**config.mk**
```make
export PLATFORM = sky130hd
export DESIGN_NAME = mpu_decode_multiplier_bridge
export DESIGN_NICKNAME = d
export VERILOG_FILES = /design/src/include/mpu_bridge_pkg.sv /design/src/include/product_path_if.sv /design/src/rtl/mpu_decode_multiplier_bridge.sv /design/src/rtl/address_decoder.sv /design/src/rtl/multiplier_core.sv
export VERILOG_INCLUDE_DIRS = /design/src /design/src/include
export SDC_FILE = /design/constraint.sdc
export NUM_CORES = 1
export LEC_CHECK = 0
export ABC_AREA = 1
export BUFFER_PORTS_ARGS = -buffer_cell sky130_fd_sc_hd__buf_2
export CAP_MARGIN = 20
export CORE_ASPECT_RATIO = 1.75
export CORE_MARGIN = 8
export CORE_UTILIZATION = 40
export DETAILED_ROUTE_END_ITERATION = 8
export PLACE_DENSITY_LB_ADDON = 0.15
export SYNTH_ARGS = -nofsm -noshare
export SYNTH_HDL_FRONTEND = slang
export SYNTH_HIERARCHICAL = 1
export SYNTH_SLANG_ARGS = --single-unit
export TNS_END_PERCENT = 10
```
**constraint.sdc**
```tcl
create_clock -name mclk -period 6.21 [get_ports mclk]
set_input_delay 1.242 -clock mclk [delete_from_list [all_inputs] [get_ports mclk]]
set_output_delay 1.242 -clock mclk [all_outputs]
set_load 0.05 [all_outputs]
```
**src/include/mpu_bridge_consts.svh**
```systemverilog
/*
  Address map, clock figures and timing constants for the processor bus bridge.
  Assumes an 8-bit processor bus with 16 address lines and a 125 MHz system clock.
*/
`ifndef MPU_BRIDGE_CONSTS_SVH
`define MPU_BRIDGE_CONSTS_SVH

`define MCLK_PERIOD_NS   8
`define BUS_PERIOD_NS    500
`define MULT_TIME_NS     75
`define ADAPTER_RST_MS   690

`define ADDR_MULT_A      16'h0000
`define ADDR_MULT_B      16'h0002
`define ADDR_DISP_A      16'h1000
`define ADDR_DISP_A_LAST 16'h1001
`define ADDR_DISP_B      16'h1040
`define ADDR_DISP_B_LAST 16'h1041
`define ADDR_AUX         16'h1080
`define ADDR_TICK_CLEAR  16'h1081
`define ADDR_TLA         16'h1100
`define ADDR_TLA_LAST    16'h1107
`define ADDR_PIO         16'h1200
`define ADDR_PIO_LAST    16'h120F
`define ADDR_NVS         16'h1400
`define ADDR_NVS_LAST    16'h17FF
`define ADDR_RAM0        16'h2000
`define ADDR_RAM0_LAST   16'h3FFF
`define ADDR_RAM1        16'h4000
`define ADDR_RAM1_LAST   16'h5FFF
`define ADDR_ROM0        16'h6000
`define ADDR_ROM1        16'hC000

`endif

```
**src/include/mpu_bridge_pkg.sv**
```systemverilog
/*
  Types shared by the bridge, its address decoder and the multiplier core.
  Assumes the constants header is compiled alongside.
*/
package mpu_bridge_pkg;

  typedef enum logic [3:0] {
    REGION_NONE  = 4'h0,
    REGION_MULTA = 4'h1,
    REGION_MULTB = 4'h2,
    REGION_DISPA = 4'h3,
    REGION_DISPB = 4'h4,
    REGION_AUX   = 4'h5,
    REGION_TICK  = 4'h6,
    REGION_TLA   = 4'h7,
    REGION_PIO   = 4'h8,
    REGION_NVS   = 4'h9,
    REGION_RAM0  = 4'hA,
    REGION_RAM1  = 4'hB,
    REGION_ROM0  = 4'hC,
    REGION_ROM1  = 4'hD
  } region_t;

  typedef struct packed {
    logic [15:0] multiplicand;
    logic [15:0] multiplier;
    logic [15:0] upperWord;
    logic [15:0] lowerWord;
  } mult_state_t;

endpackage

```
**src/include/product_path_if.sv**
```systemverilog
/*
  Signals between the bridge control logic and the 16x16 multiplier core.
  Assumes both ends run on the same system clock.
*/
`timescale 1ns/1ps
interface product_path_if;
  logic        operandARegClock;
  logic        operandBRegClock;
  logic        upperProductClock;
  logic        lowerProductClock;
  logic [15:0] operandWord;
  logic        productHalfSelect;
  logic        productPortEnable_n;
  logic [15:0] productPort;
  logic        productPortOe;

  modport ctrl (
    output operandARegClock, operandBRegClock, upperProductClock, lowerProductClock,
    output operandWord, productHalfSelect, productPortEnable_n,
    input  productPort, productPortOe
  );
  modport core (
    input  operandARegClock, operandBRegClock, upperProductClock, lowerProductClock,
    input  operandWord, productHalfSelect, productPortEnable_n,
    output productPort, productPortOe
  );
endinterface

```
**src/rtl/mpu_decode_multiplier_bridge.sv**
```systemverilog
/*
  Processor bus bridge: address decode, selects, display latches and multiplier byte path.
  Assumes an 8-bit bus master that presents address, direction and valid before the
  phase clock E rises and holds write data until E falls.
*/
// Overview of operation
// - Nonvolatile store 5120-6143, working RAM 8192-16383 and 16384-24575, ROM above.
// - Talker/listener adapter at 4352-4359, parallel I/O adapter at 4608-4623.
// - Display latches at 4096-4097 and 4160-4161, plus multiplier support selects.
// - Address 0: write loads multiplicand, read returns high product byte.
// - Address 2: write loads multiplier, read returns high byte of the lower product word.
// - Program store is two ROMs, 24K and 16K, each with its own select.
// - Working storage is two 8K static RAMs, no refresh.
// - A 1K nonvolatile store holds calibration constants.
// - Multiply two 16-bit operands to 32 bits within 75 ns.
// - Half select low gives upper product word, high gives lower word.
// - Product port drives only while its active-low enable is low.
// - Multiplicand and multiplier load on separate strobes; upper and lower product share one strobe.
// - Low byte write loads holding latch plus bus byte into multiplicand.
// - The multiplier operand loads by the same two-step sequence.
// - After both operands load, upper and lower product strobes fire.
// - Every product read drives the product port enable low.
// - A byte latch keeps the low eight bits of the product word last read for a second read.
// - Address bits 2..0 select one of the adapter's eight registers.
// - Adapter accepts access only while its active-low chip enable is low.
// - Adapter reset stays low about 690 ms after power-up.
// - Direction high means read, low means write; strobes follow it.
// - Accesses are timed by quadrature 2 MHz phase clocks from the system clock.
`timescale 1ns/1ps
`include "mpu_bridge_consts.svh"
module mpu_decode_multiplier_bridge #(
  parameter int unsigned ADAPTER_RST_CYCLES = `ADAPTER_RST_MS * 1000000 / `MCLK_PERIOD_NS
) (
  // Clock and reset
  input  wire logic             mclk,
  input  wire logic             sys_rst,
  // Processor bus
  input  wire logic [15:0]      busAddr,
  input  wire logic             busRw,
  input  wire logic             busCycleValid,
  input  wire logic [7:0]       busDataIn,
  output logic [7:0]            busDataOut,
  output logic                  busDataOe,
  output logic                  busClkE,
  output logic                  busClkQ,
  // Memory and peripheral selects
  output logic [1:0]            romSel_n,
  output logic [1:0]            ramSel_n,
  output logic                  nvSel_n,
  output logic                  pioSel_n,
  output logic                  tlaChipEnable_n,
  output logic [2:0]            adapterRegSelect,
  output logic [12:0]           memAddr,
  output logic                  memRead_n,
  output logic                  memWrite_n,
  output logic                  adapterReset_n,
  // Display latches and tick divider
  output logic [3:0][7:0]       displaySegments,
  output logic                  tickCounterClear
);

  ////////////////////////////////////////////////////////////////////////////////////////
  // Timing constants
  localparam logic [5:0]  BUS_PERIOD  = 6'(`BUS_PERIOD_NS / `MCLK_PERIOD_NS);
  localparam logic [5:0]  QUARTER     = 6'(`BUS_PERIOD_NS / `MCLK_PERIOD_NS / 4);
  localparam logic [5:0]  Q_RISE      = QUARTER;
  localparam logic [5:0]  E_RISE      = 6'(2 * QUARTER);
  localparam logic [5:0]  Q_FALL      = 6'(3 * QUARTER);
  localparam logic [5:0]  LAST_PHASE  = 6'(BUS_PERIOD - 6'h01);
  localparam logic [3:0]  MULT_CYCLES = 4'(`MULT_TIME_NS / `MCLK_PERIOD_NS);
  localparam logic [26:0] RST_LAST    = 27'(ADAPTER_RST_CYCLES - 1);
  localparam int          MULT_WAIT   = `MULT_TIME_NS / `MCLK_PERIOD_NS + 2;

  typedef struct packed {
    logic [5:0]                 phase;
    logic                       clkE;
    logic                       clkQ;
    logic                       active;
    logic                       rw;
    mpu_bridge_pkg::region_t    region;
    logic [12:0]                addrLow;
    logic [7:0]                 dataOut;
    logic                       dataOe;
    logic [7:0]                 holdByte;
    logic [7:0]                 lowByte;
    logic [3:0][7:0]            disp;
    logic [15:0]                operand;
    logic                       opAClk;
    logic                       opBClk;
    logic                       prodClk;
    logic                       aLoaded;
    logic                       bLoaded;
    logic [3:0]                 multCount;
    logic                       tickClr;
    logic [26:0]                rstCount;
    logic                       rstDone;
  } bridge_state_t;

  bridge_state_t               s;
  bridge_state_t               next_s;
  mpu_bridge_pkg::region_t     decoded;
  logic                        closeCycle;
  logic                        readCapture;
  logic                        productRead;
  logic [1:0]                  dispIndex;

  product_path_if pp ();

  ////////////////////////////////////////////////////////////////////////////////////////
  // Decoder and multiplier
  address_decoder address_decoder_i (
    .addr   (busAddr),
    .region (decoded)
  );

  multiplier_core multiplier_core_i (
    .mclk    (mclk),
    .sys_rst (sys_rst),
    .pp      (pp.core)
  );

  assign closeCycle  = s.active && (s.phase == LAST_PHASE);
  assign readCapture = s.active && s.rw && (s.phase == 6'(E_RISE + 6'h01));
  assign productRead = s.active && s.rw
                       && (s.region == mpu_bridge_pkg::REGION_MULTA
                           || s.region == mpu_bridge_pkg::REGION_MULTB);
  assign dispIndex   = {s.region == mpu_bridge_pkg::REGION_DISPB, s.addrLow[0]};

  ////////////////////////////////////////////////////////////////////////////////////////
  // Next-state logic
  always_comb
  begin
    next_s = s;
    next_s.opAClk   = 1'b0;
    next_s.opBClk   = 1'b0;
    next_s.prodClk  = 1'b0;
    next_s.tickClr  = 1'b0;
    next_s.phase    = (s.phase == LAST_PHASE) ? 6'h00 : 6'(s.phase + 6'h01);
    next_s.clkQ     = (next_s.phase >= Q_RISE) && (next_s.phase < Q_FALL);
    next_s.clkE     = (next_s.phase >= E_RISE);

    // Access opens as E rises; address and direction are taken here
    if (s.phase == 6'(E_RISE - 6'h01))
    begin
      next_s.active  = busCycleValid;
      next_s.rw      = busRw;
      next_s.region  = busCycleValid ? decoded : mpu_bridge_pkg::REGION_NONE;
      next_s.addrLow = busAddr[12:0];
    end

    // Read data settles one cycle after E rises
    if (readCapture)
    begin
      case (s.region)
        mpu_bridge_pkg::REGION_MULTA,
        mpu_bridge_pkg::REGION_MULTB:
        begin
          next_s.dataOut = pp.productPort[15:8];
          next_s.lowByte = pp.productPort[7:0];
          next_s.dataOe  = 1'b1;
        end
        mpu_bridge_pkg::REGION_AUX:
        begin
          next_s.dataOut = s.lowByte;
          next_s.dataOe  = 1'b1;
        end
        default:
        begin
          next_s.dataOe = 1'b0;
        end
      endcase
    end

    // Writes take data as E falls
    if (closeCycle)
    begin
      next_s.active = 1'b0;
      next_s.dataOe = 1'b0;
      next_s.region = mpu_bridge_pkg::REGION_NONE;
      if (!s.rw)
      begin
        case (s.region)
          mpu_bridge_pkg::REGION_MULTA:
          begin
            next_s.operand = {s.holdByte, busDataIn};
            next_s.opAClk  = 1'b1;
            next_s.aLoaded = 1'b1;
          end
          mpu_bridge_pkg::REGION_MULTB:
          begin
            next_s.operand = {s.holdByte, busDataIn};
            next_s.opBClk  = 1'b1;
            next_s.bLoaded = 1'b1;
          end
          mpu_bridge_pkg::REGION_AUX:
            next_s.holdByte = busDataIn;
          mpu_bridge_pkg::REGION_DISPA,
          mpu_bridge_pkg::REGION_DISPB:
            next_s.disp[dispIndex] = busDataIn;
          mpu_bridge_pkg::REGION_TICK:
            next_s.tickClr = 1'b1;
          default:
            next_s.tickClr = 1'b0;
        endcase
      end
    end

    // Product strobes fire once both operands are in and the array has settled
    if (s.multCount != 4'h0)
    begin
      next_s.multCount = 4'(s.multCount - 4'h1);
      if (s.multCount == 4'h1)
      begin
        next_s.prodClk = 1'b1;
        next_s.aLoaded = next_s.opAClk;
        next_s.bLoaded = next_s.opBClk;
      end
    end
    else if (s.aLoaded && s.bLoaded && !s.opAClk && !s.opBClk)
    begin
      next_s.multCount = MULT_CYCLES;
    end

    // Adapter reset release after power-up
    if (!s.rstDone)
    begin
      next_s.rstCount = 27'(s.rstCount + 27'h1);
      next_s.rstDone  = (s.rstCount == RST_LAST);
    end
  end

  always_ff @(posedge mclk)
  begin
    if (sys_rst)
      s <= '0;
    else
      s <= next_s;
  end

  ////////////////////////////////////////////////////////////////////////////////////////
  // Multiplier control
  assign pp.operandARegClock    = s.opAClk;
  assign pp.operandBRegClock    = s.opBClk;
  assign pp.upperProductClock   = s.prodClk;
  assign pp.lowerProductClock   = s.prodClk;
  assign pp.operandWord         = s.operand;
  assign pp.productHalfSelect   = (s.region == mpu_bridge_pkg::REGION_MULTB);
  assign pp.productPortEnable_n = ~productRead;

  ////////////////////////////////////////////////////////////////////////////////////////
  // Outputs
  assign busDataOut       = s.dataOut;
  assign busDataOe        = s.dataOe && (pp.productPortOe || !productRead);
  assign busClkE          = s.clkE;
  assign busClkQ          = s.clkQ;
  assign romSel_n[0]      = ~(s.region == mpu_bridge_pkg::REGION_ROM0);
  assign romSel_n[1]      = ~(s.region == mpu_bridge_pkg::REGION_ROM1);
  assign ramSel_n[0]      = ~(s.region == mpu_bridge_pkg::REGION_RAM0);
  assign ramSel_n[1]      = ~(s.region == mpu_bridge_pkg::REGION_RAM1);
  assign nvSel_n          = ~(s.region == mpu_bridge_pkg::REGION_NVS);
  assign pioSel_n         = ~(s.region == mpu_bridge_pkg::REGION_PIO);
  assign tlaChipEnable_n  = ~(s.region == mpu_bridge_pkg::REGION_TLA);
  assign adapterRegSelect = s.addrLow[2:0];
  assign memAddr          = s.addrLow;
  assign memRead_n        = ~(s.active && s.rw);
  assign memWrite_n       = ~(s.active && !s.rw);
  assign adapterReset_n   = s.rstDone;
  assign displaySegments  = s.disp;
  assign tickCounterClear = s.tickClr;

  ////////////////////////////////////////////////////////////////////////////////////////
  // Checks
  property p_nvs_select;
    @(posedge mclk) disable iff (sys_rst)
    (s.phase == 6'(E_RISE - 6'h01) && busCycleValid
     && busAddr >= `ADDR_NVS && busAddr <= `ADDR_NVS_LAST) |=> !nvSel_n && ramSel_n == 2'h3;
  endproperty
  a_nvs_select: assert property (p_nvs_select)
    else $error("nonvolatile store not selected");

  property p_tla_select;
    @(posedge mclk) disable iff (sys_rst)
    (s.phase == 6'(E_RISE - 6'h01) && busCycleValid
     && busAddr >= `ADDR_TLA && busAddr <= `ADDR_TLA_LAST)
      |=> !tlaChipEnable_n && {13'h0000, adapterRegSelect} == ($past(busAddr) & 16'h0007);
  endproperty
  a_tla_select: assert property (p_tla_select)
    else $error("adapter enable or register select wrong");

  property p_one_select;
    @(posedge mclk) disable iff (sys_rst)
    $onehot0({~romSel_n, ~ramSel_n, ~nvSel_n, ~pioSel_n, ~tlaChipEnable_n, busDataOe});
  endproperty
  a_one_select: assert property (p_one_select)
    else $error("more than one device selected");

  property p_operand_a_load;
    @(posedge mclk) disable iff (sys_rst)
    (closeCycle && !s.rw && s.region == mpu_bridge_pkg::REGION_MULTA)
      |=> pp.operandARegClock && pp.operandWord == {$past(s.holdByte), $past(busDataIn)}
          ##1 multiplier_core_i.s.multiplicand == $past(pp.operandWord);
  endproperty
  a_operand_a_load: assert property (p_operand_a_load)
    else $error("multiplicand not loaded from holding latch and bus byte");

  property p_product_strobe;
    @(posedge mclk) disable iff (sys_rst)
    (s.opBClk && s.aLoaded) |-> ##[1:MULT_WAIT] pp.upperProductClock && pp.lowerProductClock;
  endproperty
  a_product_strobe: assert property (p_product_strobe)
    else $error("product strobes late");

  property p_product_read_enable;
    @(posedge mclk) disable iff (sys_rst)
    (s.active && s.rw && s.region == mpu_bridge_pkg::REGION_MULTA)
      |-> !pp.productPortEnable_n && !pp.productHalfSelect && pp.productPortOe;
  endproperty
  a_product_read_enable: assert property (p_product_read_enable)
    else $error("product port not enabled for high word read");

  property p_low_byte_latch;
    @(posedge mclk) disable iff (sys_rst)
    (readCapture && productRead)
      |=> {busDataOut, s.lowByte} == $past(pp.productPort);
  endproperty
  a_low_byte_latch: assert property (p_low_byte_latch)
    else $error("product bytes not captured");

  property p_tick_pulse;
    @(posedge mclk) disable iff (sys_rst)
    (closeCycle && !s.rw && s.region == mpu_bridge_pkg::REGION_TICK)
      |=> tickCounterClear ##1 !tickCounterClear;
  endproperty
  a_tick_pulse: assert property (p_tick_pulse)
    else $error("tick clear not a single pulse");

  property p_adapter_reset;
    @(posedge mclk) disable iff (sys_rst)
    $rose(adapterReset_n) |-> $past(s.rstCount) == RST_LAST;
  endproperty
  a_adapter_reset: assert property (p_adapter_reset)
    else $error("adapter reset released at wrong count");

  property p_phase_quadrature;
    @(posedge mclk) disable iff (sys_rst)
    $rose(busClkQ) |-> ##15 $rose(busClkE);
  endproperty
  a_phase_quadrature: assert property (p_phase_quadrature)
    else $error("E does not follow Q by a quarter period");

endmodule // mpu_decode_multiplier_bridge

```
**src/rtl/address_decoder.sv**
```systemverilog
/*
  Full 64K address decoder: maps one bus address to exactly one region.
  Assumes the caller qualifies the result with a valid bus cycle.
*/
`timescale 1ns/1ps
`include "mpu_bridge_consts.svh"
module address_decoder (
  // Address in
  input  wire logic [15:0]            addr,
  // Decoded region
  output mpu_bridge_pkg::region_t     region
);
  always_comb
  begin
    region = mpu_bridge_pkg::REGION_NONE;
    if (addr == `ADDR_MULT_A)
      region = mpu_bridge_pkg::REGION_MULTA;
    else if (addr == `ADDR_MULT_B)
      region = mpu_bridge_pkg::REGION_MULTB;
    else if (addr >= `ADDR_DISP_A && addr <= `ADDR_DISP_A_LAST)
      region = mpu_bridge_pkg::REGION_DISPA;
    else if (addr >= `ADDR_DISP_B && addr <= `ADDR_DISP_B_LAST)
      region = mpu_bridge_pkg::REGION_DISPB;
    else if (addr == `ADDR_AUX)
      region = mpu_bridge_pkg::REGION_AUX;
    else if (addr == `ADDR_TICK_CLEAR)
      region = mpu_bridge_pkg::REGION_TICK;
    else if (addr >= `ADDR_TLA && addr <= `ADDR_TLA_LAST)
      region = mpu_bridge_pkg::REGION_TLA;
    else if (addr >= `ADDR_PIO && addr <= `ADDR_PIO_LAST)
      region = mpu_bridge_pkg::REGION_PIO;
    else if (addr >= `ADDR_NVS && addr <= `ADDR_NVS_LAST)
      region = mpu_bridge_pkg::REGION_NVS;
    else if (addr >= `ADDR_RAM0 && addr <= `ADDR_RAM0_LAST)
      region = mpu_bridge_pkg::REGION_RAM0;
    else if (addr >= `ADDR_RAM1 && addr <= `ADDR_RAM1_LAST)
      region = mpu_bridge_pkg::REGION_RAM1;
    else if (addr >= `ADDR_ROM1)
      region = mpu_bridge_pkg::REGION_ROM1;
    else if (addr >= `ADDR_ROM0)
      region = mpu_bridge_pkg::REGION_ROM0;
  end
endmodule // address_decoder

```
**src/rtl/multiplier_core.sv**
```systemverilog
/*
  16x16 multiplier with separately clocked operand and product registers.
  Assumes the load strobes are one-cycle pulses on the system clock.
*/
`timescale 1ns/1ps
module multiplier_core (
  // Clock and reset
  input  wire logic  mclk,
  input  wire logic  sys_rst,
  // Bridge side
  product_path_if.core pp
);
  mpu_bridge_pkg::mult_state_t s;
  mpu_bridge_pkg::mult_state_t next_s;
  logic [31:0]                 product;

  assign product = s.multiplicand * s.multiplier;

  always_comb
  begin
    next_s = s;
    if (pp.operandARegClock)
      next_s.multiplicand = pp.operandWord;
    if (pp.operandBRegClock)
      next_s.multiplier = pp.operandWord;
    if (pp.upperProductClock)
      next_s.upperWord = product[31:16];
    if (pp.lowerProductClock)
      next_s.lowerWord = product[15:0];
  end

  always_ff @(posedge mclk)
  begin
    if (sys_rst)
      s <= '0;
    else
      s <= next_s;
  end

  assign pp.productPort   = pp.productHalfSelect ? s.lowerWord : s.upperWord;
  assign pp.productPortOe = ~pp.productPortEnable_n;
endmodule // multiplier_core

```
-- After elaboration in Yosys (flattened, before gate mapping)
Cells that the tools add are included.
- order comparisons: 21
- reductions and logical operators: 34
- equality and inequality tests: 21
- bitwise operators: 12
- multiply operators: 1
- add/sub/neg operators: 3
- muxes and demuxes: 35
- operator list (cell ; number):
    $ge A16 B13 Y1 const B ; 5
    $le A16 B13 Y1 const B ; 5
    $mux W4 ; 16
    $bwmux W32 ; 1
    $eq A16 B13 Y1 const B ; 2
    $ge A16 B15 Y1 const B ; 2
    $mul A16 B16 Y32 ; 1
    $add A27 B1 Y27 const B ; 1
    $eq A27 B27 Y1 const B ; 1
    $eq A4 B4 Y1 const B ; 6
    $demux W8 S2 ; 1
    $eq A16 B2 Y1 const B ; 1
    $eq A4 B3 Y1 const B ; 4
    $ge A16 B14 Y1 const B ; 1
    $ge A16 B16 Y1 const B ; 1
    $le A16 B14 Y1 const B ; 1
    $le A16 B15 Y1 const B ; 1
    $logic_and A1 B1 Y1 ; 16
    $logic_not A16 Y1 ; 1
    $mux W16 ; 1
    $pmux W8 S2 ; 1
    $eq A6 B5 Y1 const B ; 2
    $not A1 Y1 ; 12
    $mux W2 ; 5
    21 further kinds ; 39
- output and inout port bits: 70
- bits of input ports: 28
- flip-flop bits (word level): 202

-- Longest topological paths before layout
Gate-level depths: netlist of the first run.
- word-level depth: 15
- depth in mapped cells: 29
- depth with buffers taken out: 27

-- Hierarchy
Netlist of the first run, hierarchy kept.
- by module, submodules not included (module ; area each (um^2) ; cells an instance ; instances ; seq. area each (um^2)):
    multiplier_core ; 11991.5 ; 1725 ; 1 ; 1281.2
    mpu_decode_multiplier_bridge ; 6198.4 ; 838 ; 1 ; 2762.6
    address_decoder ; 371.6 ; 85 ; 1 ; 0.0

-- Worst setup path after synthesis of the first run
No wires, ideal clock.
- path kind: register to register
- start point: register multiplier_core_i/s[53] in the netlist's numbering
- end point: register multiplier_core_i/s[23] in the netlist's numbering
- setup slack: 796 ps
- cell stages (with the launch flop): 26
- setup time: 113 ps
- data required time: 6097 ps
- data arrival time: 5301 ps
- buffers on the path: 2
- path through: dfxtp_1 > clkbuf_1 > clkbuf_1 > nand2_1 > fa_1 > inv_1 > fa_1 > inv_1 > fa_1 > inv_1 > fa_1 > fa_1 > inv_1 > fa_1 > inv_1 > ha_1 > nand2_2 > inv_1 > a21oi_2 > nand2_1 > nand2_1 > nand3_1 > nand2_1 > nand2_1 > o21ai_1 > inv_1
- longest elaborated chain between the ends: 1
- ends and longest elaborated chain (element ; line ; text):
    start, declared ; multiplier_core.sv:13 ; mpu_bridge_pkg::mult_state_t s;
    start signal, assigned ; multiplier_core.sv:37 ; s <= next_s;
    $mul A16 B16 Y32 ; multiplier_core.sv:17 ; assign product = s.multiplicand * s.multiplier;
Every way passes these cells.
A chain may end at the register's enable or synchronous reset.

-- Worst setup path in the final report of the first run
- start point: register multiplier_core_i/s[57] in the netlist's numbering
- end point: register multiplier_core_i/s[30] in the netlist's numbering
The elaborated chain is that of the path after synthesis.

==> impl_metrics.yaml, run 1 <==
status:
  outcome: "completed"
yosys:
  async_flop_share: 0
  synth_flop_cell: "dfxtp_1"
  synth.area.top_cells: "dfxtp_1 (22%), fa_1 (21%), nand2_1 (12%)"
  yosysTopAreaCellShare: 0.2179
  synthCells: 2648
  ys_ff_latch: 202
  ys_seq_area_frac: 0.2179
  netlist_area_um2: 18560
  yosys_warnings: 6
  yosys.area.top_type: "dfxtp_1"
  ys_types: 48
  avgSynthCellArea_um2: 7.010
  synth_edf_count: 0
  syn-num-nets: 2977
grt:
  use_met2: 0.3851
  grt_max_degree: 79
  overflow: 0
  grt_pass1_wl_mm: 84.19
  grt_pass1_vias: 16090
  met3_usage: 0.01393
  grt.busiest_layer: "met2"
  antenna_found_initial: 0
  track_usage: 0.1972
  grtUsageMet1: 0.2044
sta:
  tightest_slew_ns: 0.9164
  finalSetupViolations: 0
  fmax_mhz: 171.9
  slew_headroom: 0.3884
  rsz0062_at_grt: "false"
  finalCriticalPeriod_ns: 5.816
  period_share: 0.9366
  drv_slew: 0
  hold_violations: 0
  skew_ns: 0.01400
  setup_tns_ns: 0
route:
  via_per_inst: 4.842
  num_vias: 15680
  routedWlPerCell_um: 16.14
  drt-total-wl_mm: 52.29
  drt_pass1_iterations: 5
  drc_errors: 0
  drtIter0Drc: 770
  ant_nets: 0
die:
  pin_count: 98
  rows: 104
  die-height_um: 301.0
  dieArea_um2: 53820
  dieWidth_um: 178.8
  core_area_um2: 45930
  start_util: 0.4041
power_and_ir_drop:
  pwr-share-seq: 0.457
  clkPwrFrac: 0.447
  switching_share: 0.2575
  pwr-share-comb: 0.096
  power.density_nw_per_um2: 151.3
  total_power_uw: 3020
  vdd_drop_max_mv: 0.2270
  leakagePower_uw: 0.01119
  switchingPower_uw: 777.6
  internal-power_uw: 2243
placed_design:
  dp_hpwl_mm: 42.00
  port_buffers: 97
  place.gp.congestion: 0.9023
critical_path:
  cp.arrival_ns: 6.23
  cp-start-kind: "flop"
  crit_type: "flop to flop"
  crit_path_end_kind: "flop"
  regToRegStartpoint: "multiplier_core_i/s[57]$_SDFFE_PP0P_"
  cp.required_ns: 6.63
  path_max_fanout: 15
  startpoint: "multiplier_core_i/s[57]$_SDFFE_PP0P_"
clocking:
  clk_latency_ns: 0.51
  cts_tree: "built"
  root_buffer: "clkbuf_16"
  h-tree-depth: 1
  clock_sinks: 202
  cts_buffer_depth: 3
  cts-buffers-inserted: 20
  clk_pin_slew_worst_paths_ns: 0.07
layout:
  fin_nets: 2971
  synthToLayoutAreaGrowth_pct: 7.543
  regArea_um2: 4046
  diodes: 0
  layout_commonest_cell: "nand2_1"
  drive_above_1_share: 0.09902
  multiInputGateArea_um2: 11440
  fill_cells: 4835
  final_cell_mix: "nand2_1 (590), inv_1 (570), nor2_1 (347)"
worst_hold_path:
  min_from: "s[88]$_SDFFE_PP0P_"
  hold_path.class: "flop to flop"
job:
  maxCapViolations: 0
flip-flops by register name (all words and copies together), names as in the netlist:
register	count
adapterReset_n	1
busClkE	1
busClkQ	1
busDataOut	8
displaySegments	32
memAddr	13
multiplier_core_i/s	64
pp.lowerProductClock	1
pp.operandARegClock	1
pp.operandBRegClock	1
pp.operandWord	16
s	62
tickCounterClear	1
repair_timing:
item	CTS	global route
setup buffers	0	0
endpoints found under the setup margin	0	3
hold buffers	0	0
resized for setup	0	2
worst paths after layout:
path | to | slack [ns] | depth (start not counted)
setup reg to reg | multiplier_core_i/s[30]$_SDFFE_PP0P_ | 0.39 | 23
hold / removal | s[88]$_SDFFE_PP0P_ | 0.45 | 2
setup / recovery | multiplier_core_i/s[30]$_SDFFE_PP0P_ | 0.39 | 23
hold reg to reg | s[88]$_SDFFE_PP0P_ | 0.45 | 2
cells in the mapped netlist, types with 2 or more instances:
cell / n
o21ai_0: 146
o21bai_1: 3
nor3_1: 26
buf_2: 7
nand3_2: 5
a21oi_2: 2
nand2_2: 19
nor3_2: 10
nand2_1: 590
fa_1: 194
xnor2_1: 3
nor3b_1: 2
nand4_1: 14
nor2_1: 347
a31o_1: 2
o21a_1: 2
inv_2: 17
dfxtp_1: 202
o21ai_1: 18
nand4_4: 2
nor2_8: 2
nor4_1: 3
a21oi_1: 60
and2_1: 2
nor2_2: 17
xor2_1: 15
buf_4: 56
clkbuf_1: 98
buf_1: 2
nor2_4: 5
buf_6: 3
nand3_1: 64
inv_1: 571
ha_1: 107
nand3_4: 3
a31oi_1: 17
layout make-up:
type,count,area share
Inverter,589,0.1108
Tap cell,583,0.03654
Multi-Input combinational cell,1691,0.5732
Clock inverter,10,0.006769
Timing Repair Buffer,138,0.04074
Clock buffer,26,0.02927
Sequential cell,202,0.2027
metal layers:
metal / vias to the layer above / part of all wire
li1: 7783 / -
met4: 0 / 0.050
met2: 320 / 0.55
met3: 111 / 0.036
met5: - / 0
met1: 7469 / 0.36
cell families after synthesis:
family | synth area share
simple gates | 0.2535
buf+inv | 0.1657
fa+ha+maj | 0.2814
compound gates | 0.07253
flops | 0.2179
xor+xnor | 0.008494
mux | 0.0006066
worst max-delay path, stage by stage, from the launching register on:
cell,delay (ns)
dfxtp_1,0.81
nand2_1,0.16
fa_1,0.53
inv_1,0.06
fa_1,0.52
fa_1,0.46
fa_1,0.60
fa_1,0.57
inv_1,0.05
fa_1,0.52
inv_1,0.04
ha_1,0.40
nand2_1,0.17
inv_1,0.05
nand2_1,0.06
nand2_1,0.08
nand2_1,0.07
nand2_1,0.06
a21oi_1,0.19
nand2_1,0.08
nand2_1,0.06
nand3_1,0.06
nand2_1,0.08
inv_1,0.03
power by group through the flow:
| stage | clock network (uW) | registers [uW] | logic, uW |
|---|---|---|---|
| after floorplan | 0 | 1400 | 201 |
| after global placement | 0 | 1410 | 281 |
| after detailed placement | 0 | 1410 | 287 |
| after CTS | 1390 | 1380 | 288 |
| after global routing | 1430 | 1390 | 328 |
| final | 1350 | 1380 | 289 |
per-stage QoR:
| step | instances | hold slack [ns] | util | setup WS, ns | cell area [um^2] |
|---|---|---|---|---|---|
| floorplan | 2648 | 0.4246 | - | 0.7963 | 18560 |
| global placement | 3202 | 0.4361 | 0.4183 | 0.2722 | 19210 |
| detailed placement | 3203 | 0.4390 | 0.4189 | 0.2540 | 19240 |
| CTS | 3239 | 0.4490 | 0.4345 | 0.2514 | 19960 |
| global route | 3239 | 0.4832 | 0.4346 | 0.03836 | 19960 |
| finish | 3239 | 0.4517 | 0.4346 | 0.3935 | 19960 |
(Power assumes the default switching activity.)
==> run 2: changes to the inputs <==
GPL_TIMING_DRIVEN = 0   (was unset)
==> run 2 against run 1 <==
  * Sequential power barely moved
  * Register-to-register slack got worse by 0.18 ns
  * Combinational power barely moved
  * Critical path depth fell by 2
  * Fmax fell by 3.0%
  * Power fell by 5.5%
  * Non-clock buffer count rose by 91
  * Via count rose by 2.1%
  * Highest routed layer unchanged
==> impl_metrics.yaml, run 2 (synthesis gave the netlist of run 1 again) <==
status:
  outcome: "completed"
clocking:
  cts_setup_buffers: 0
  cts-buffers-inserted: 19
  clk_pin_slew_worst_paths_ns: 0.07
  cts_tree: "built"
  clock_sinks: 202
  h-tree-depth: 1
  cts_buffer_depth: 3
  root_buffer: "clkbuf_16"
  postCtsHoldBufs: 0
  clk_latency_ns: 0.51
layout:
  top_register: "multiplier_core_i/s"
  final_cell_mix: "nand2_1 (590), inv_1 (571), nor2_1 (347)"
  layout_commonest_cell: "nand2_1"
  synthToLayoutAreaGrowth_pct: 9.869
  fin_nets: 3061
  drive_above_1_share: 0.1247
  largest_reg_flops: 64
  diodes: 0
die:
  rows: 104
  core_area_um2: 45930
  pin_count: 98
  dieWidth_um: 178.8
  die-height_um: 301.0
  dieArea_um2: 53820
  start_util: 0.4041
power_and_ir_drop:
  leakagePower_uw: 0.01146
  pwr-share-comb: 0.102
  clkPwrFrac: 0.413
  switching_share: 0.2596
  internal-power_uw: 2114
  switchingPower_uw: 741.5
  power.density_nw_per_um2: 140.0
  pwr-share-seq: 0.485
  vdd_drop_max_mv: 0.2300
route:
  drc_errors: 0
  ant_nets: 0
  drt-total-wl_mm: 56.08
  via_per_inst: 4.814
  num_vias: 16010
  routedWlPerCell_um: 16.86
  drtIter0Drc: 686
  drt_pass1_iterations: 5
critical_path:
  cp.required_ns: 6.61
  crit_type: "flop to flop"
  crit_path_end_kind: "flop"
  cp-start-kind: "flop"
  rrSetupSlack_ns: 0.21
  cp.arrival_ns: 6.40
  path_max_fanout: 10
sta:
  period_share: 0.9657
  finalCriticalPeriod_ns: 5.997
  slew_headroom: 0.5079
  setup_tns_ns: 0
  skew_ns: 0.01701
  hold_violations: 0
  tightest_slew_ns: 0.7382
  fmax_mhz: 166.7
  fin_ws_ns: 0.2129
  finalSetupViolations: 0
  hold_slack_ns: 0.4583
  drv_slew: 0
  rsz0062_at_grt: "false"
placed_design:
  place.gp.congestion: 0.9275
  dp_slack_ns: -0.5225
  dp_hpwl_mm: 47.38
  port_buffers: 96
grt:
  track_usage: 0.2114
  grt_pass1_wl_mm: 88.17
  overflow: 0
  grt_pass1_vias: 16520
  grt_max_degree: 16
  antenna_found_initial: 0
worst_hold_path:
  hold_path.class: "flop to flop"
job:
  maxCapViolations: 0
run 2: changes by cell type in the layout (fill, tap and decap cells not counted), sizes merged:
cell    before  now
bufinv       3    1
clkbuf      26   83
buf        138  172
clkinv       6    5
inv        590  589
run 2: final timing paths:
check | start | end | depth (start not counted)
max | multiplier_core_i/s[50]$_SDFFE_PP0P_ | multiplier_core_i/s[29]$_SDFFE_PP0P_ | 21
min | s[87]$_SDFFE_PP0P_ | s[87]$_SDFFE_PP0P_ | 2
max reg2reg | multiplier_core_i/s[50]$_SDFFE_PP0P_ | multiplier_core_i/s[29]$_SDFFE_PP0P_ | 21
min reg2reg | s[87]$_SDFFE_PP0P_ | s[87]$_SDFFE_PP0P_ | 2
run 2: critical path: stages (launching register included):
cell	delay (ns)
dfxtp_2	0.45
buf_2	0.32
nand2_1	0.11
fa_1	0.48
fa_1	0.59
inv_1	0.07
fa_1	0.51
fa_1	0.53
fa_1	0.54
inv_1	0.06
fa_2	0.65
inv_1	0.07
ha_1	0.42
nand2_1	0.12
nor2_1	0.25
nand2_1	0.14
nor2_1	0.13
nand2_1	0.10
nand3_1	0.11
nand3_1	0.12
nand2_1	0.10
inv_1	0.03
run 2: layout make-up:
type                            count  area [um^2]
Clock inverter                      6        62.56
Inverter                          589         2211
Multi-Input combinational cell   1691        11450
Sequential cell                   202         4088
Clock buffer                       26        551.8
Tap cell                          583        729.5
Fill cell                        4853        25540
Timing Repair Buffer               96        480.5
Buffer                            133        820.8
run 2: repair_timing:
item / CTS / global route
endpoints found under the setup margin: 20 / 20
pin swaps: 0 / 0
resized for setup: 42 / 60
run 2: metrics by stage:
step	utilization	total power, uW	cells	instance area, um^2
final	0.4440	2856	3326	20390
after global routing	0.4440	2984	3326	20390
after CTS	0.4430	2896	3333	20350
after detailed placement	0.4304	1707	3327	19770
after global placement	0.4304	1700	3327	19770
after floorplan	-	1605	2648	18560
run 2: power by group through the flow:
stage	combinational (uW)	sequential (uW)	clock, uW
finish	291	1380	1180
global route	336	1390	1260
global placement	286	1410	0
CTS	294	1390	1220
floorplan	201	1400	0
detailed placement	292	1420	0
run 2: per-layer routing:
layer / up-vias / wire length, um / global-route usage
met5: - / 0 / 0
met4: 0 / 4342 / 0.1469
met2: 361 / 30750 / 0.4145
met1: 7549 / 18730 / 0.1995
li1: 7951 / - / -
met3: 151 / 2262 / 0.01657
==> run 3: changes to the inputs <==
BUFFER_PORTS_ARGS = unset   (was -buffer_cell sky130_fd_sc_hd__buf_2)
CORE_UTILIZATION = 56   (was 40)
DONT_BUFFER_PORTS = 1   (was unset)
==> run 3 against run 2 <==
  * Worst setup slack better by 0.0075 ns
  * Largest power group unchanged
  * Core utilization is 15 points higher
  * Critical path depth is 3 higher
  * Highest routed layer unchanged
  * Clock-buffer cell count stayed put
  * Sequential share of layout area is 0.74 points higher
==> impl_metrics.yaml, run 3 (synthesis gave the netlist of run 1 again) <==
sta:
  hold_violations: 0
  drv_slew: 0
  fin_ws_ns: 0.2203
  slew_headroom: 0.4789
  finalCriticalPeriod_ns: 5.990
  hold_slack_ns: 0.4603
  tightest_slew_ns: 0.7816
  rsz0062_at_grt: "false"
  period_share: 0.9645
  finalSetupViolations: 0
  skew_ns: 0.01190
  fmax_mhz: 167.0
clocking:
  cts_buffer_depth: 3
  cts_setup_buffers: 0
  cts_tree: "built"
  clock_sinks: 202
  clk_pin_slew_worst_paths_ns: 0.07
  postCtsHoldBufs: 0
  h-tree-depth: 1
  cts-buffers-inserted: 18
  clk_latency_ns: 0.50
  cts_resized: 31
  root_buffer: "clkbuf_16"
power_and_ir_drop:
  vdd_drop_max_mv: 0.1215
  power.density_nw_per_um2: 140.5
  leakagePower_uw: 0.01098
critical_path:
  path_max_fanout: 10
  cp-start-kind: "flop"
  crit_path_end_kind: "flop"
  cp.required_ns: 6.61
  crit_type: "flop to flop"
  cp.arrival_ns: 6.39
route:
  drc_errors: 0
  num_vias: 15880
  ant_nets: 0
  routedWlPerCell_um: 17.38
  drtIter0Drc: 784
  drt_pass1_iterations: 5
  via_per_inst: 5.201
  drt-total-wl_mm: 53.07
grt:
  overflow: 0
  track_usage: 0.2706
  grt_pass1_wl_mm: 84.15
  antenna_found_initial: 0
  grt_pass1_vias: 16260
  grt_max_degree: 17
die:
  pin_count: 98
  dieWidth_um: 153.6
  start_util: 0.5657
  dieArea_um2: 39460
  rows: 88
  core_area_um2: 32810
  die-height_um: 256.8
layout:
  fin_nets: 2966
  fill_cells: 3123
  diodes: 0
  drive_above_1_share: 0.09139
  multiInputGateArea_um2: 11440
  synthToLayoutAreaGrowth_pct: 5.777
  layout_commonest_cell: "nand2_1"
  final_cell_mix: "nand2_1 (590), inv_1 (571), nor2_1 (347)"
  fin_area_um2: 19630
  top_register: "multiplier_core_i/s"
  largest_reg_flops: 64
  regArea_um2: 4081
  fin_util: 0.5984
placed_design:
  place.gp.congestion: 0.9577
  dp_hpwl_mm: 44.05
  dp_slack_ns: -0.3770
  postPlaceCellArea_um2: 19070
  port_buffers: 0
job:
  maxCapViolations: 0
status:
  outcome: "completed"
worst_hold_path:
  hold_path.class: "flop to flop"
## run 3: stage by stage
step	total power, uW	setup TNS, ns	instances
3_3_place_gp	1673	-5.131	3053
5_1_grt	2871	0	3053
6_report	2759	0	3053
2_1_floorplan	1605	0	2648
3_5_place_dp	1680	-4.771	3053
4_1_cts	2782	0	3064
## run 3: path summary, 6_finish.rpt
path,start,endpoint,slack (ns),cells after the start
worst min register to register,s[88]$_SDFFE_PP0P_,s[88]$_SDFFE_PP0P_,0.46,2
worst min-delay path,s[88]$_SDFFE_PP0P_,s[88]$_SDFFE_PP0P_,0.46,2
worst max-delay path,multiplier_core_i/s[59]$_SDFFE_PP0P_,multiplier_core_i/s[29]$_SDFFE_PP0P_,0.22,24
worst max register to register,multiplier_core_i/s[59]$_SDFFE_PP0P_,multiplier_core_i/s[29]$_SDFFE_PP0P_,0.22,24
## run 3: worst max-delay path: stages (launching register included)
cell and delay [ns]:
dfxtp_2 0.51, buf_2 0.36, nand2_1 0.14, fa_1 0.62
fa_1 0.46, fa_1 0.51, inv_1 0.05, fa_1 0.47
fa_1 0.55, inv_1 0.05, fa_1 0.52, inv_1 0.11
ha_1 0.43, nand2_1 0.18, nand2_1 0.12, nand2_1 0.07
nand2_1 0.07, nand2_1 0.06, nand2_1 0.07, a21oi_1 0.16
nand2_1 0.07, nand2_1 0.05, nand3_1 0.11, nand2_1 0.10
inv_1 0.04
## run 3: final cells by class
cell class,instances,area share
plain buffers,135,0.04174
clock buffers,26,0.02759
clock inverters,5,0.001593
inverters,589,0.1126
well taps,405,0.02581
multi-input cells,1691,0.5828
flip-flops and latches,202,0.2079
## run 3: power breakdown
| part | switching, uW | internal (uW) |
|---|---|---|
| Combinational | 175 | 90.0 |
| Sequential | 31.8 | 1350 |
| Clock | 498 | 609 |
## run 3: per-layer routing
layer / vias up / part of all wire / global-route usage
met3: 175 / 0.049 / 0.03032
met1: 7462 / 0.33 / 0.2598
met5: - / 0 / 0
li1: 7757 / - / -
met2: 484 / 0.55 / 0.5261
met4: 0 / 0.073 / 0.1821
